`config.mk`:
```
export PLATFORM = sky130hd
export DESIGN_NAME = serial_flash_command_front_end
export DESIGN_NICKNAME = d
export VERILOG_FILES = /design/src/flash_front_pkg.sv /design/src/serial_flash_command_front_end.sv
export VERILOG_INCLUDE_DIRS = /design/src
export SDC_FILE = /design/constraint.sdc
export NUM_CORES = 1
export LEC_CHECK = 0
export BUFFER_PORTS_ARGS = -buffer_cell sky130_fd_sc_hd__buf_2
export CORE_MARGIN = 4
export CORE_UTILIZATION = 54
export CTS_CLUSTER_DIAMETER = 200
export DETAILED_ROUTE_END_ITERATION = 7
export PLACE_DENSITY = 0.75
export SYNTH_ARGS = -nofsm -noshare
export SYNTH_HDL_FRONTEND = slang
export SYNTH_HIERARCHICAL = 1
export SYNTH_SLANG_ARGS = --single-unit
export TNS_END_PERCENT = 20
```
`constraint.sdc`:
```
create_clock -name clk_in -period 4.2 [get_ports clk_in]
set_input_delay 0.42 -clock clk_in [delete_from_list [all_inputs] [get_ports clk_in]]
set_output_delay 0.42 -clock clk_in [all_outputs]
set_load 0.005 [all_outputs]
```
`src/flash_front_params.svh`:
```
// constants for the serial flash command front end
`ifndef FLASH_FRONT_PARAMS_SVH
`define FLASH_FRONT_PARAMS_SVH

`define OPC_READ_SLOW 8'h03
`define OPC_READ_FAST 8'h0B
`define OPC_READ_DUAL 8'h3B
`define OPC_READ_DUAL_IO 8'hBB
`define OPC_READ_QUAD 8'h6B
`define OPC_READ_QUAD_IO 8'hEB
`define OPC_CRM_RESET 8'hFF
`define OPC_ERASE_4K 8'h20
`define OPC_ERASE_32K 8'h52
`define OPC_ERASE_64K 8'hD8
`define OPC_CHIP_ERASE_A 8'h60
`define OPC_CHIP_ERASE_B 8'hC7
`define OPC_PROGRAM 8'h02
`define OPC_WRITE_ENABLE 8'h06
`define OPC_WRITE_DISABLE 8'h04
`define OPC_SEC_ERASE 8'h44
`define OPC_SEC_PROGRAM 8'h42
`define OPC_SEC_READ 8'h48
`define OPC_READ_SR1 8'h05
`define OPC_READ_SR2 8'h35
`define OPC_WRITE_SR 8'h01
`define OPC_VSR_ENABLE 8'h50
`define OPC_READ_JEDEC_ID 8'h9F
`define OPC_READ_ID_ADDR 8'h90

`define ADDR_BYTES 2'h3
`define BITS_PER_BYTE 4'h8
`define PROG_MAX_BYTES 9'h100
`define WRSR_MAX_BYTES 9'h002
`define IDLE_FILL_BYTE 8'hFF
`define RD_FIFO_DEPTH 8
`define RD_FIFO_WIDTH 8

`endif

```
`src/flash_front_pkg.sv`:
```
// types shared by the serial flash command front end
package flash_front_pkg;

  typedef enum logic [2:0] {
    ST_IDLE   = 3'b000,
    ST_OPC    = 3'b001,
    ST_ADDR   = 3'b010,
    ST_DUMMY  = 3'b011,
    ST_DIN    = 3'b100,
    ST_DOUT   = 3'b101,
    ST_IGNORE = 3'b110,
    ST_DONE   = 3'b111
  } phase_t;

  typedef enum logic [1:0] {
    LANE_1 = 2'b00,
    LANE_2 = 2'b01,
    LANE_4 = 2'b10
  } lanes_t;

  typedef enum logic [1:0] {
    DIR_NONE = 2'b00,
    DIR_IN   = 2'b01,
    DIR_OUT  = 2'b10
  } dir_t;

  typedef struct packed {
    logic known;
    logic [1:0] addr_bytes;
    logic dummy;
    dir_t dir;
    lanes_t addr_lanes;
    lanes_t data_lanes;
  } cmd_info_t;

endpackage

```
`src/serial_flash_command_front_end.sv`:
```
// serial flash command front end with its read data fifo
`timescale 1ns/1ps
`include "flash_front_params.svh"

module byte_fifo #(
  parameter int WIDTH = 8,
  parameter int DEPTH = 8
) (
  input wire logic clk_in, // system clock
  input wire logic nrst_in, // sync reset, active low
  input wire logic flush_in, // drop all entries
  input wire logic [WIDTH-1:0] in_data_in, // fill data
  input wire logic in_valid_in, // fill data valid
  output logic in_ready_out, // room for one more
  output logic [WIDTH-1:0] out_data_out, // head entry
  output logic out_valid_out, // head entry valid
  input wire logic out_ready_in // drain takes head
);
  localparam int PW = $clog2(DEPTH);
  localparam int CW = PW + 1;

  logic [WIDTH-1:0] mem [DEPTH];
  logic [PW-1:0] wr_ptr_r;
  logic [PW-1:0] rd_ptr_r;
  logic [CW-1:0] count_r;
  logic [CW-1:0] count_nxt;
  logic push;
  logic pop;

  assign push = in_valid_in & in_ready_out;
  assign pop = out_ready_in & out_valid_out;
  assign out_data_out = mem[rd_ptr_r];

  always_comb begin
    count_nxt = count_r;
    if (flush_in) begin
      count_nxt = '0;
    end else if (push && !pop) begin
      count_nxt = count_r + CW'(1);
    end else if (pop && !push) begin
      count_nxt = count_r - CW'(1);
    end
  end

  always_ff @(posedge clk_in) begin
    if (!nrst_in) begin
      wr_ptr_r <= '0;
      rd_ptr_r <= '0;
      count_r <= '0;
      in_ready_out <= 1'b0;
      out_valid_out <= 1'b0;
    end else begin
      count_r <= count_nxt;
      in_ready_out <= (count_nxt != CW'(DEPTH));
      out_valid_out <= (count_nxt != '0);
      if (flush_in) begin
        wr_ptr_r <= '0;
        rd_ptr_r <= '0;
      end else begin
        if (push) begin
          wr_ptr_r <= (wr_ptr_r == PW'(DEPTH - 1)) ? '0 : wr_ptr_r + PW'(1);
        end
        if (pop) begin
          rd_ptr_r <= (rd_ptr_r == PW'(DEPTH - 1)) ? '0 : rd_ptr_r + PW'(1);
        end
      end
    end
  end

  always_ff @(posedge clk_in) begin
    if (push && !flush_in) begin
      mem[wr_ptr_r] <= in_data_in;
    end
  end
endmodule

////////////////////////////////////////////////////////////////////////////

module serial_flash_command_front_end
  import flash_front_pkg::*;
(
  input wire logic clk_in, // 20 MHz system clock
  input wire logic nrst_in, // sync reset, active low
  input wire logic cs_n_in, // chip select pin, active low
  input wire logic sck_in, // serial clock pin
  input wire logic [3:0] io_in, // io3..io0 pin levels
  output logic [3:0] io_out, // io3..io0 drive values
  output logic [3:0] io_oe_n_out, // io3..io0 enables, low drives
  output logic cmd_valid_out, // header complete pulse
  output logic [7:0] cmd_opcode_out, // accepted opcode
  output logic [19:0] cmd_addr_out, // array address
  output logic cmd_end_out, // accepted command ended pulse
  output logic crm_exit_out, // leave continuous read pulse
  output logic wr_valid_out, // received data byte pulse
  output logic [7:0] wr_byte_out, // received data byte
  output logic rd_active_out, // data output phase level
  output logic rd_underrun_out, // fill byte sent pulse
  input wire logic [7:0] rd_data_in, // read data to send
  input wire logic rd_valid_in, // read data valid
  output logic rd_ready_out // read fifo has room
);

  ////////////////////////////////////////////////////////////////////////
  // pin synchronisers and clock edge detection

  logic cs_q1_r, cs_s_r;
  logic sck_q1_r, sck_s_r, sck_d_r;
  logic [3:0] io_q1_r, io_s_r;
  logic sck_rise, sck_fall, cs_act;

  always_ff @(posedge clk_in) begin
    if (!nrst_in) begin
      cs_q1_r <= 1'b1;
      cs_s_r <= 1'b1;
      sck_q1_r <= 1'b0;
      sck_s_r <= 1'b0;
      sck_d_r <= 1'b0;
      io_q1_r <= 4'h0;
      io_s_r <= 4'h0;
    end else begin
      cs_q1_r <= cs_n_in;
      cs_s_r <= cs_q1_r;
      sck_q1_r <= sck_in;
      sck_s_r <= sck_q1_r;
      sck_d_r <= sck_s_r;
      io_q1_r <= io_in;
      io_s_r <= io_q1_r;
    end
  end

  // idle clock level is never looked at, so modes 0 and 3 act alike
  assign sck_rise = sck_s_r & ~sck_d_r;
  assign sck_fall = ~sck_s_r & sck_d_r;
  assign cs_act = ~cs_s_r;

  ////////////////////////////////////////////////////////////////////////
  // opcode table

  function automatic cmd_info_t decode(input logic [7:0] opc);
    cmd_info_t i;
    i.known = 1'b1;
    i.addr_bytes = `ADDR_BYTES;
    i.dummy = 1'b0;
    i.dir = DIR_NONE;
    i.addr_lanes = LANE_1;
    i.data_lanes = LANE_1;
    case (opc)
      `OPC_READ_FAST, `OPC_SEC_READ: begin
        i.dummy = 1'b1;
        i.dir = DIR_OUT;
      end
      `OPC_READ_SLOW, `OPC_READ_ID_ADDR: begin
        i.dir = DIR_OUT;
      end
      `OPC_READ_DUAL: begin
        i.dummy = 1'b1;
        i.dir = DIR_OUT;
        i.data_lanes = LANE_2;
      end
      `OPC_READ_DUAL_IO: begin
        i.dir = DIR_OUT;
        i.addr_lanes = LANE_2;
        i.data_lanes = LANE_2;
      end
      `OPC_READ_QUAD: begin
        i.dummy = 1'b1;
        i.dir = DIR_OUT;
        i.data_lanes = LANE_4;
      end
      `OPC_READ_QUAD_IO: begin
        i.dummy = 1'b1;
        i.dir = DIR_OUT;
        i.addr_lanes = LANE_4;
        i.data_lanes = LANE_4;
      end
      `OPC_ERASE_4K, `OPC_ERASE_32K, `OPC_ERASE_64K: begin
        i.dir = DIR_NONE;
      end
      `OPC_SEC_ERASE: begin
        i.dir = DIR_NONE;
      end
      `OPC_PROGRAM, `OPC_SEC_PROGRAM: begin
        i.dir = DIR_IN;
      end
      `OPC_READ_SR1, `OPC_READ_SR2, `OPC_READ_JEDEC_ID: begin
        i.addr_bytes = 2'h0;
        i.dir = DIR_OUT;
      end
      `OPC_WRITE_SR: begin
        i.addr_bytes = 2'h0;
        i.dir = DIR_IN;
      end
      `OPC_CHIP_ERASE_A, `OPC_CHIP_ERASE_B, `OPC_WRITE_ENABLE,
      `OPC_WRITE_DISABLE, `OPC_VSR_ENABLE, `OPC_CRM_RESET: begin
        i.addr_bytes = 2'h0;
      end
      default: begin
        i.known = 1'b0;
      end
    endcase
    return i;
  endfunction

  function automatic phase_t after_dummy(input cmd_info_t i);
    case (i.dir)
      DIR_IN: return ST_DIN;
      DIR_OUT: return ST_DOUT;
      default: return ST_DONE;
    endcase
  endfunction

  function automatic phase_t after_addr(input cmd_info_t i);
    return i.dummy ? ST_DUMMY : after_dummy(i);
  endfunction

  ////////////////////////////////////////////////////////////////////////
  // input shifting

  phase_t state_r;
  cmd_info_t info_r, cur_info;
  logic [7:0] sh_r, sh_nxt, opc_r;
  logic [3:0] bit_cnt_r, in_step;
  logic [1:0] abyte_cnt_r;
  logic [23:0] addr_r, addr_full;
  logic [8:0] din_cnt_r, din_limit;
  logic shifting, byte_done, addr_last, hdr_done;
  lanes_t in_lanes;

  always_comb begin
    in_lanes = (state_r == ST_ADDR || state_r == ST_DUMMY) ?
               info_r.addr_lanes : LANE_1;
    case (in_lanes)
      LANE_2: begin
        sh_nxt = {sh_r[5:0], io_s_r[1], io_s_r[0]};
        in_step = 4'h2;
      end
      LANE_4: begin
        sh_nxt = {sh_r[3:0], io_s_r[3:0]};
        in_step = 4'h4;
      end
      default: begin
        sh_nxt = {sh_r[6:0], io_s_r[0]};
        in_step = 4'h1;
      end
    endcase
    shifting = (state_r == ST_OPC) || (state_r == ST_ADDR) ||
               (state_r == ST_DUMMY) || (state_r == ST_DIN);
    byte_done = sck_rise && cs_act && shifting &&
                (bit_cnt_r + in_step == `BITS_PER_BYTE);
    cur_info = decode(sh_nxt);
    addr_last = (abyte_cnt_r + 2'h1 == info_r.addr_bytes);
    addr_full = {addr_r[15:0], sh_nxt};
    // a command counts only once opcode and full address are in
    hdr_done = byte_done && ((state_r == ST_OPC && cur_info.known &&
               cur_info.addr_bytes == 2'h0) ||
               (state_r == ST_ADDR && addr_last));
    din_limit = (opc_r == `OPC_WRITE_SR) ? `WRSR_MAX_BYTES :
                `PROG_MAX_BYTES;
  end

  ////////////////////////////////////////////////////////////////////////
  // phase sequencing

  always_ff @(posedge clk_in) begin
    if (!nrst_in) begin
      state_r <= ST_IDLE;
      info_r <= '0;
      opc_r <= 8'h00;
      sh_r <= 8'h00;
      bit_cnt_r <= 4'h0;
      abyte_cnt_r <= 2'h0;
      addr_r <= 24'h000000;
      din_cnt_r <= 9'h000;
    end else if (!cs_act) begin
      state_r <= ST_IDLE;
      bit_cnt_r <= 4'h0;
      sh_r <= 8'h00;
    end else if (state_r == ST_IDLE) begin
      state_r <= ST_OPC;
      bit_cnt_r <= 4'h0;
      abyte_cnt_r <= 2'h0;
      addr_r <= 24'h000000;
      din_cnt_r <= 9'h000;
    end else if (sck_rise && shifting) begin
      sh_r <= sh_nxt;
      bit_cnt_r <= byte_done ? 4'h0 : bit_cnt_r + in_step;
      if (byte_done) begin
        case (state_r)
          ST_OPC: begin
            info_r <= cur_info;
            opc_r <= sh_nxt;
            if (!cur_info.known) begin
              state_r <= ST_IGNORE;
            end else if (cur_info.addr_bytes != 2'h0) begin
              state_r <= ST_ADDR;
            end else begin
              state_r <= after_addr(cur_info);
            end
          end
          ST_ADDR: begin
            addr_r <= addr_full;
            abyte_cnt_r <= abyte_cnt_r + 2'h1;
            if (addr_last) begin
              state_r <= after_addr(info_r);
            end
          end
          ST_DUMMY: begin
            state_r <= after_dummy(info_r);
          end
          default: begin
            if (din_cnt_r != din_limit) begin
              din_cnt_r <= din_cnt_r + 9'h001;
            end
          end
        endcase
      end
    end
  end

  ////////////////////////////////////////////////////////////////////////
  // user side events

  always_ff @(posedge clk_in) begin
    if (!nrst_in) begin
      cmd_valid_out <= 1'b0;
      cmd_opcode_out <= 8'h00;
      cmd_addr_out <= 20'h00000;
      cmd_end_out <= 1'b0;
      crm_exit_out <= 1'b0;
      wr_valid_out <= 1'b0;
      wr_byte_out <= 8'h00;
      rd_active_out <= 1'b0;
    end else begin
      cmd_valid_out <= hdr_done;
      if (hdr_done) begin
        cmd_opcode_out <= (state_r == ST_OPC) ? sh_nxt : opc_r;
        cmd_addr_out <= (state_r == ST_OPC) ? 20'h00000 :
                        addr_full[19:0];
      end
      crm_exit_out <= hdr_done && state_r == ST_OPC &&
                      sh_nxt == `OPC_CRM_RESET;
      cmd_end_out <= !cs_act && (state_r == ST_DUMMY ||
                     state_r == ST_DIN || state_r == ST_DOUT ||
                     state_r == ST_DONE);
      wr_valid_out <= byte_done && state_r == ST_DIN &&
                      din_cnt_r != din_limit;
      if (byte_done && state_r == ST_DIN) begin
        wr_byte_out <= sh_nxt;
      end
      rd_active_out <= cs_act && state_r == ST_DOUT;
    end
  end

  ////////////////////////////////////////////////////////////////////////
  // read data fifo and output shifter

  logic [7:0] fifo_data;
  logic fifo_valid, fifo_pop, load_slot;
  logic [7:0] out_sh_r, out_byte;
  logic [3:0] out_cnt_r, out_step, lane_mask_n;

  byte_fifo #(
    .WIDTH(`RD_FIFO_WIDTH),
    .DEPTH(`RD_FIFO_DEPTH)
  ) u_rd_fifo (
    .clk_in(clk_in),
    .nrst_in(nrst_in),
    .flush_in(hdr_done),
    .in_data_in(rd_data_in),
    .in_valid_in(rd_valid_in),
    .in_ready_out(rd_ready_out),
    .out_data_out(fifo_data),
    .out_valid_out(fifo_valid),
    .out_ready_in(fifo_pop)
  );

  always_comb begin
    case (info_r.data_lanes)
      LANE_2: begin
        out_step = 4'h2;
        lane_mask_n = 4'hC;
      end
      LANE_4: begin
        out_step = 4'h4;
        lane_mask_n = 4'h0;
      end
      default: begin
        out_step = 4'h1;
        lane_mask_n = 4'hD;
      end
    endcase
    load_slot = sck_fall && cs_act && state_r == ST_DOUT &&
                out_cnt_r == 4'h0;
    fifo_pop = load_slot && fifo_valid;
    out_byte = load_slot ? (fifo_valid ? fifo_data : `IDLE_FILL_BYTE) :
               out_sh_r;
  end

  always_ff @(posedge clk_in) begin
    if (!nrst_in) begin
      out_sh_r <= 8'h00;
      out_cnt_r <= 4'h0;
      io_out <= 4'h0;
      rd_underrun_out <= 1'b0;
    end else begin
      rd_underrun_out <= load_slot && !fifo_valid;
      if (hdr_done) begin
        out_cnt_r <= 4'h0;
      end else if (sck_fall && cs_act && state_r == ST_DOUT) begin
        out_sh_r <= out_byte << out_step;
        out_cnt_r <= (out_cnt_r == 4'h0) ? `BITS_PER_BYTE - out_step :
                     out_cnt_r - out_step;
        case (info_r.data_lanes)
          LANE_2: io_out <= {2'b00, out_byte[7], out_byte[6]};
          LANE_4: io_out <= out_byte[7:4];
          default: io_out <= {2'b00, out_byte[7], 1'b0};
        endcase
      end
    end
  end

  always_ff @(posedge clk_in) begin
    if (!nrst_in) begin
      io_oe_n_out <= 4'hF;
    end else begin
      io_oe_n_out <= (cs_act && state_r == ST_DOUT) ?
                     lane_mask_n : 4'hF;
    end
  end
endmodule

```
# After elaboration in Yosys (flattened, before gate mapping)
# Memories as Yosys holds them, arrays and structs flattened. A register that Yosys moved wholly into a read port is not among the register bits.
# Index checks and enable logic that the tools add are counted.
classes:
  n_addsub: 9
  eq_ne: 48
  shift: 1
  muxes: 52
  bitwise: 10
  reduce_logical: 65
ops:
  columns: ["cell", "count"]
  rows:
  - ["$eq A8 B7 Y1 const B", 7]
  - ["$eq A8 B8 Y1 const B", 7]
  - ["$mux W9", 6]
  - ["$mux W12", 4]
  - ["$mux W3", 9]
  - ["$eq A8 B3 Y1 const B", 3]
  - ["$eq A8 B6 Y1 const B", 3]
  - ["$mux W8", 3]
  - ["$reduce_or A24 Y1", 1]
  - ["$logic_and A1 B1 Y1", 22]
  - ["$mux W20", 1]
  - ["$mux W4", 5]
  - ["$pmux W2 S2", 5]
  - ["$eq A8 B1 Y1 const B", 2]
  - ["$eq A8 B2 Y1 const B", 2]
  - ["$pmux W4 S2", 2]
  - ["$pmux W8 S2", 1]
  - ["$reduce_and A4 Y1", 4]
  - ["$eq A3 B3 Y1 const B", 5]
  - ["$mux W2", 6]
  - ["$pmux W3 S2", 2]
  - ["$reduce_or A11 Y1", 1]
  - ["$reduce_and A5 Y1", 2]
  - ["$reduce_bool A2 Y1", 5]
  - ["other kinds (37)", 77]
totals:
  regBits: 141
  ramBits: 64
  input_bits: 17
  output_inout_bits: 51
  word_cells: 224
  n_memories: 1
mem_list:
  columns: ["name", "depth", "word_bits", "read_ports", "rd_ports_with_merged_regs", "wr", "line", "text"]
  rows:
  - ["u_rd_fifo.mem", 8, 8, 1, 1, 1, "serial_flash_command_front_end.sv:22", "logic [WIDTH-1:0] mem [DEPTH];"]

# Logic depth before layout (Yosys ltp)
logic_depth:
  depth_word: 17
  depth_mapped: 18
  ltp_nobuf: 16

# By module
# The synthesis kept the hierarchy.
by_module_without_submodules:
  columns: ["mod", "n_inst", "cells_per_inst", "area_each_um2", "seq_area_each_um2"]
  rows:
  - ["serial_flash_command_front_end", 1, 720, 6259.8, 2542.4]
  - ["byte_fifo", 1, 177, 3180.6, 2222.1]

# Worst setup path after synthesis
# Ideal clock, no wire load.
synth_timing:
  path_kind: "flip-flop to flip-flop"
  start: "register state_r[2]"
  end: "memory u_rd_fifo.mem[0][0] (enable)"
  setup_ns: 0.383
  arrival_ns: 3.903
  required_time_ns: 3.817
  path_slack_ns: -0.086
  path_stages_with_launch: 16
  n_path_buf: 3
  period_less_slack_ns: 4.286
  cell_sequence: "dfxtp_1 -> clkbuf_1 -> nor2b_1 -> and2_1 -> ha_1 -> buf_6 -> a221o_1 -> and2_4 -> buf_6 -> and4_4 -> o2111ai_2 -> nand3b_1 -> o21ai_0 -> nand2_1 -> or3_1 -> nor3_1"
synth_between:
  elab_chain_len: 16
  word_cells_on_any_way: 55
  cone_classes: "add/sub (1); eq/ne (31); mux (7); reduce/logical (16)"
synth_lines:
  columns: ["element", "line", "text"]
  rows:
  - ["start: declaration", "serial_flash_command_front_end.sv:219", "phase_t state_r;"]
  - ["start signal: assignment", "serial_flash_command_front_end.sv:297", "state_r <= after_addr(cur_info);"]
  - ["start signal: assignment", "serial_flash_command_front_end.sv:304", "state_r <= after_addr(info_r);"]
  - ["start signal: assignment", "serial_flash_command_front_end.sv:308", "state_r <= after_dummy(info_r);"]
  - ["$eq A3 B2 Y1 (on tied branches)", null, null]
  - ["$logic_or A1 B1 Y1", "serial_flash_command_front_end.sv:230", "in_lanes = (state_r == ST_ADDR || state_r == ST_DUMMY) ?"]
  - ["$mux W2", "serial_flash_command_front_end.sv:230", null]
  - ["$eq A2 B2 Y1 or $eq A2 B1 Y1 (tied branches)", "serial_flash_command_front_end.sv:232", "case (in_lanes)"]
  - ["$pmux W8 S2", "serial_flash_command_front_end.sv:232", null]
  - ["$eq A8 B8 Y1, or another cell as far along", "serial_flash_command_front_end.sv:147", "case (opc)"]
  - ["$reduce_or A24 Y1 (no line) or $reduce_or A10 Y1 (tied branches)", null, null]
  - ["$mux W1 or $mux W2 (tied branches)", "serial_flash_command_front_end.sv:147", null]
  - ["$logic_and A1 B1 Y1 or $logic_not A2 Y1 (tied branches)", "serial_flash_command_front_end.sv:254, serial_flash_command_front_end.sv:255", null]
  - ["$logic_and A1 B1 Y1", "serial_flash_command_front_end.sv:254", "hdr_done = byte_done && ((state_r == ST_OPC && cur_info.known &&"]
  - ["$logic_or A1 B1 Y1", "serial_flash_command_front_end.sv:255", "cur_info.addr_bytes == 2'h0) ||"]
  - ["$logic_and A1 B1 Y1 *", "serial_flash_command_front_end.sv:254", null]
  - ["via hdr_done", "serial_flash_command_front_end.sv:226", "logic shifting, byte_done, addr_last, hdr_done;"]
  - ["$logic_not A1 Y1 *", "serial_flash_command_front_end.sv:71", "if (push && !flush_in) begin"]
  - ["$logic_and A1 B1 Y1 *", "serial_flash_command_front_end.sv:71", null]
  - ["$mux W1 *", "serial_flash_command_front_end.sv:71", null]
  - ["$mux W1 (not written as such) *", "serial_flash_command_front_end.sv:72", "mem[wr_ptr_r] <= in_data_in;"]
  - ["end: declaration", "serial_flash_command_front_end.sv:22", null]
# The timed path passes the listed nets; every way through them passes the cells marked *.

# Final worst setup path
layout_timing:
  start: "register state_r[1]"
  end: "memory u_rd_fifo.mem[0][0] (enable)"
# The elaborated chain is that of the path after synthesis.

==> results.md <==
* Outcome: complete, no violations
* Clock transition at path regs at 0.06 ns
* Unrepaired setup endpoints after global routing: no
* DRT iter0 DRCs at 437
* Gr usage total at 22.0%
* Largest family of logic cells by synthesized area: simple AND/OR/NAND/NOR gates
* Mapped Avg Cell Area at 10.5 um2
* Worst endpoint data arrival time at 4.13 ns
* Hold_buf cts at 0
* Reg area at 4760 um2
* Crit. Startpoint: state_r[1]
* Wirelength, routed at 21.8 mm
* Yosys warnings at 6
* Part of the Yosys area used for sequential elements at 50.5%
* Die width at 140 um
* Routability cong. at 0.910
* Grt met2 use at 36.0%
* VDD IR-drop max at 0.362 mV
* Met1 usage at 30.9%
* Synth Area in XOR/XNOR at 1.30%
* Multi-input gate area at 4300 um2
* Fin crit period at 3.92 ns
* Critical Path Fanout Max at 21
* Io pins at 68
* DRT Pass-1 Iters at 5
* Reg-to-reg setup timing slack at 0.28 ns
* Root Buffer: clkbuf_16
* Design internal power at 3.34 mW
* Cells after Synth at 897
* Max-cap check violation count at 0
* Syn nets at 938
* Post-route insts no fill at 1209
* Routed via count at 7146
* Share of cells above drive strength 1 at 17.9%
* Slew HR at 50.2%
* Final #Nets at 1009
* FF-to-FF path depth at 15
* Asr flop ratio synth at 0%
* Power per Cell Area at 390 nW/um2
* Routed wire length per instance at 18.0 um
* Critical path destination: u_rd_fifo/mem[0][0]
* CTS tree: yes
* Critical Path RT at 4.41 ns
* Sw Ratio at 21.0%
* Skew-Pair Late Insertion Delay at 0.51 ns
* H-tree depth at 1
* Reg2reg end: u_rd_fifo/mem[0][0]
* Worst flop-to-flop path startpoint: state_r[1]
* Initial Util at 54.8%
* Yosys cell types at 78
* Final ANT Viol Nets at 0
* Core area at 17200 um2
* Post-CTS setup buffers at 0
* DP Cell Count at 1168
* Antenna violations before repair at 0
* Area share of fa/ha/maj cells after synthesis at 3.34%
* Die ar. at 19700 um2
* LEAKAGE at 4.05 nW
* WS Path Type: flop to flop
* Longest Clk Path Bufs at 3
* Crit end category: flop
* Max Freq at 255 MHz
* Diode count at 0
* Tightest Pin Transition at 0.742 ns
* First-pass GRT wire length at 35.6 mm
* Post-route clock skew at 0.0174 ns
* CP Launch Type: flop
* Final hold violations at 0
* Largest net degree at the start of global routing at 42
* Period Utilization, post-route at 93.4%
* Final Setup Violations at 0
* #FFs+latches synth at 206
* Port bufs at 67
* Number of global-route vias before repair at 6849
* Worst hold path class: primary input to flop
* Mux cell area share after synthesis at 9.57%
* Syn Std Cell Area at 9440 um2
* Grt peak-use layer: met2
* Post-route setup TNS at 0 ns
* Filler Cells Inserted at 1392
* Max-slew violations at 0
* Power share of the combinational group at 2.8%
* Number of synthesized flops with an enable pin at 64
* Cell Rows at 48
* Layout area overhead at 14.6%
* Sink Count at 206
* Clock share of power at 47.7%
* Net Sw Power at 0.887 mW
* Dpl hpwl at 15.3 mm
* CTS buffer count at 23
* Post-synth top flop: dfxtp_1
* Global-route met3 utilization at 3.07%
* Congestion Overflow GR at 0
* Compound-Gate Fraction of Synth Area at 13.7%
* Die Y at 140 um
* Vias/cell at 5.91
* Post-Synth Simple-Gate Area at 17.4%
* Worst min-delay path startpoint: io_in[3]
* Number of remaining DRC errors at 0
* Flop pwr share at 49.5%
==> worst min path at each step <==
stage               depth (start not counted)          to
floorplan                                   1      cs_s_r
global placement                            1      cs_s_r
detailed placement                          1      cs_s_r
CTS                                         2  io_q1_r[3]
global route                                2     cs_q1_r
finish                                      2  io_q1_r[3]
==> metal layers <==
layer / wire [um] / vias up / part of all wire [%]
met4: 345 / 0 / 1.6
met5: 0 / - / 0
met3: 1410 / 33 / 6.5
met2: 10300 / 257 / 47
met1: 9700 / 3420 / 45
li1: - / 3436 / -
==> power groups by stage <==
stage,Sequential [mW],Combinational (mW),Clock (mW)
3_5_place_dp,2.13,0.117,0
2_1_floorplan,2.12,0.0746,0
3_3_place_gp,2.13,0.115,0
6_report,2.09,0.118,2.02
4_1_cts,2.09,0.118,2.05
5_1_grt,2.09,0.130,2.14
==> critical path, cell delays in order (launching register included) <==
cell,delay [ns]
dfxtp_1,0.32
nor2b_2,0.20
and2_1,0.20
ha_1,0.26
buf_4,0.21
a221oi_2,0.25
nor2_1,0.13
buf_4,0.20
and4_4,0.18
o2111ai_2,0.24
nand3b_1,0.20
o21ai_1,0.29
nand2_1,0.16
or3_1,0.46
nor3_2,0.14
buf_4,0.19
==> placed cells by master (no fill, tap or decap), drive strengths merged, types with 12 or more instances in the layout <==
master,instances
o21ai,26
mux2i,25
a21oi,66
inv,30
edfxtp,64
and2,19
dfxtp,142
a211oi,12
nand2b,21
nor2,91
a22o,20
buf,100
ha,22
clkbuf,27
mux4,21
nand2,84
nor3,17
nand3,28
==> flip-flops by register name (all words and copies together) (netlist names), 3 cells and up, named ones only <==
signal	count
u_rd_fifo/mem	64
cmd_addr_out	20
addr_r	12
din_cnt_r	9
cmd_opcode_out	8
info_r	8
opc_r	8
out_sh_r	8
wr_byte_out	8
sh_r	7
bit_cnt_r	4
io_out	4
io_q1_r	4
io_s_r	4
out_cnt_r	4
u_rd_fifo/count_r	4
io_oe_n_out	3
state_r	3
u_rd_fifo/rd_ptr_r	3
u_rd_fifo/wr_ptr_r	3
==> layout make-up <==
class | instances | area share, %
flip-flops and latches | 206 | 44.0
multi-input cells | 608 | 39.8
clock buffers | 27 | 5.64
well taps | 225 | 2.60
repair buffers | 100 | 5.50
clock inverters | 14 | 1.43
inverters | 29 | 1.01
==> logic make-up after synthesis <==
group | count (synthesis)
xor gates and xnor gates | 14
adders and majority gates | 24
AOI/OAI and AO/OA | 188
buffers and inverters | 83
DFF | 206
and+or+nand+nor | 325
muxes | 57
==> synth_stat cells, types with 5 or more instances <==
cell,number,area [um2]
dfxtp_1,142,2840
nor2_1,89,334
nand2_1,84,315
a21oi_1,65,325
edfxtp_1,64,1920
clkbuf_1,35,131
nand3_1,28,140
inv_1,27,101
mux2i_1,25,250
o21ai_0,23,115
ha_1,22,275
nand2b_1,21,131
a22o_1,20,175
and2_1,18,113
nor3_1,16,80.1
mux4_1,15,394
a211oi_1,12,90.1
mux2_2,11,124
nand4_1,10,62.6
or3_1,10,62.6
nor2b_1,9,56.3
xnor2_1,9,78.8
a22oi_1,8,60.1
buf_2,8,40.0
or4_1,8,60.1
a31oi_1,7,43.8
buf_6,7,78.8
mux4_2,6,135
nor4_1,6,37.5
a221o_1,5,50.1
xor2_1,5,43.8
==> what timing repair did <==
action | CTS | global route
resized for setup | 0 | 3
endpoints found under the hold margin | 0 | 0
setup endpoints to repair | 0 | 64
==> per-stage QoR <==
stage	setup slack [ns]	cell area [um2]	power [mW]	util (%)	hold WS [ns]
after floorplan	0.0709	9450	2.20	-	0.386
after global placement	0.341	10000	2.25	58.3	0.396
after detailed placement	0.142	10000	2.25	58.3	0.398
after CTS	0.133	10800	4.26	62.7	0.101
after global routing	0.0213	10800	4.36	62.8	0.117
final	0.277	10800	4.22	62.8	0.122
No activity file was read; power rests on OpenSTA's default activity.
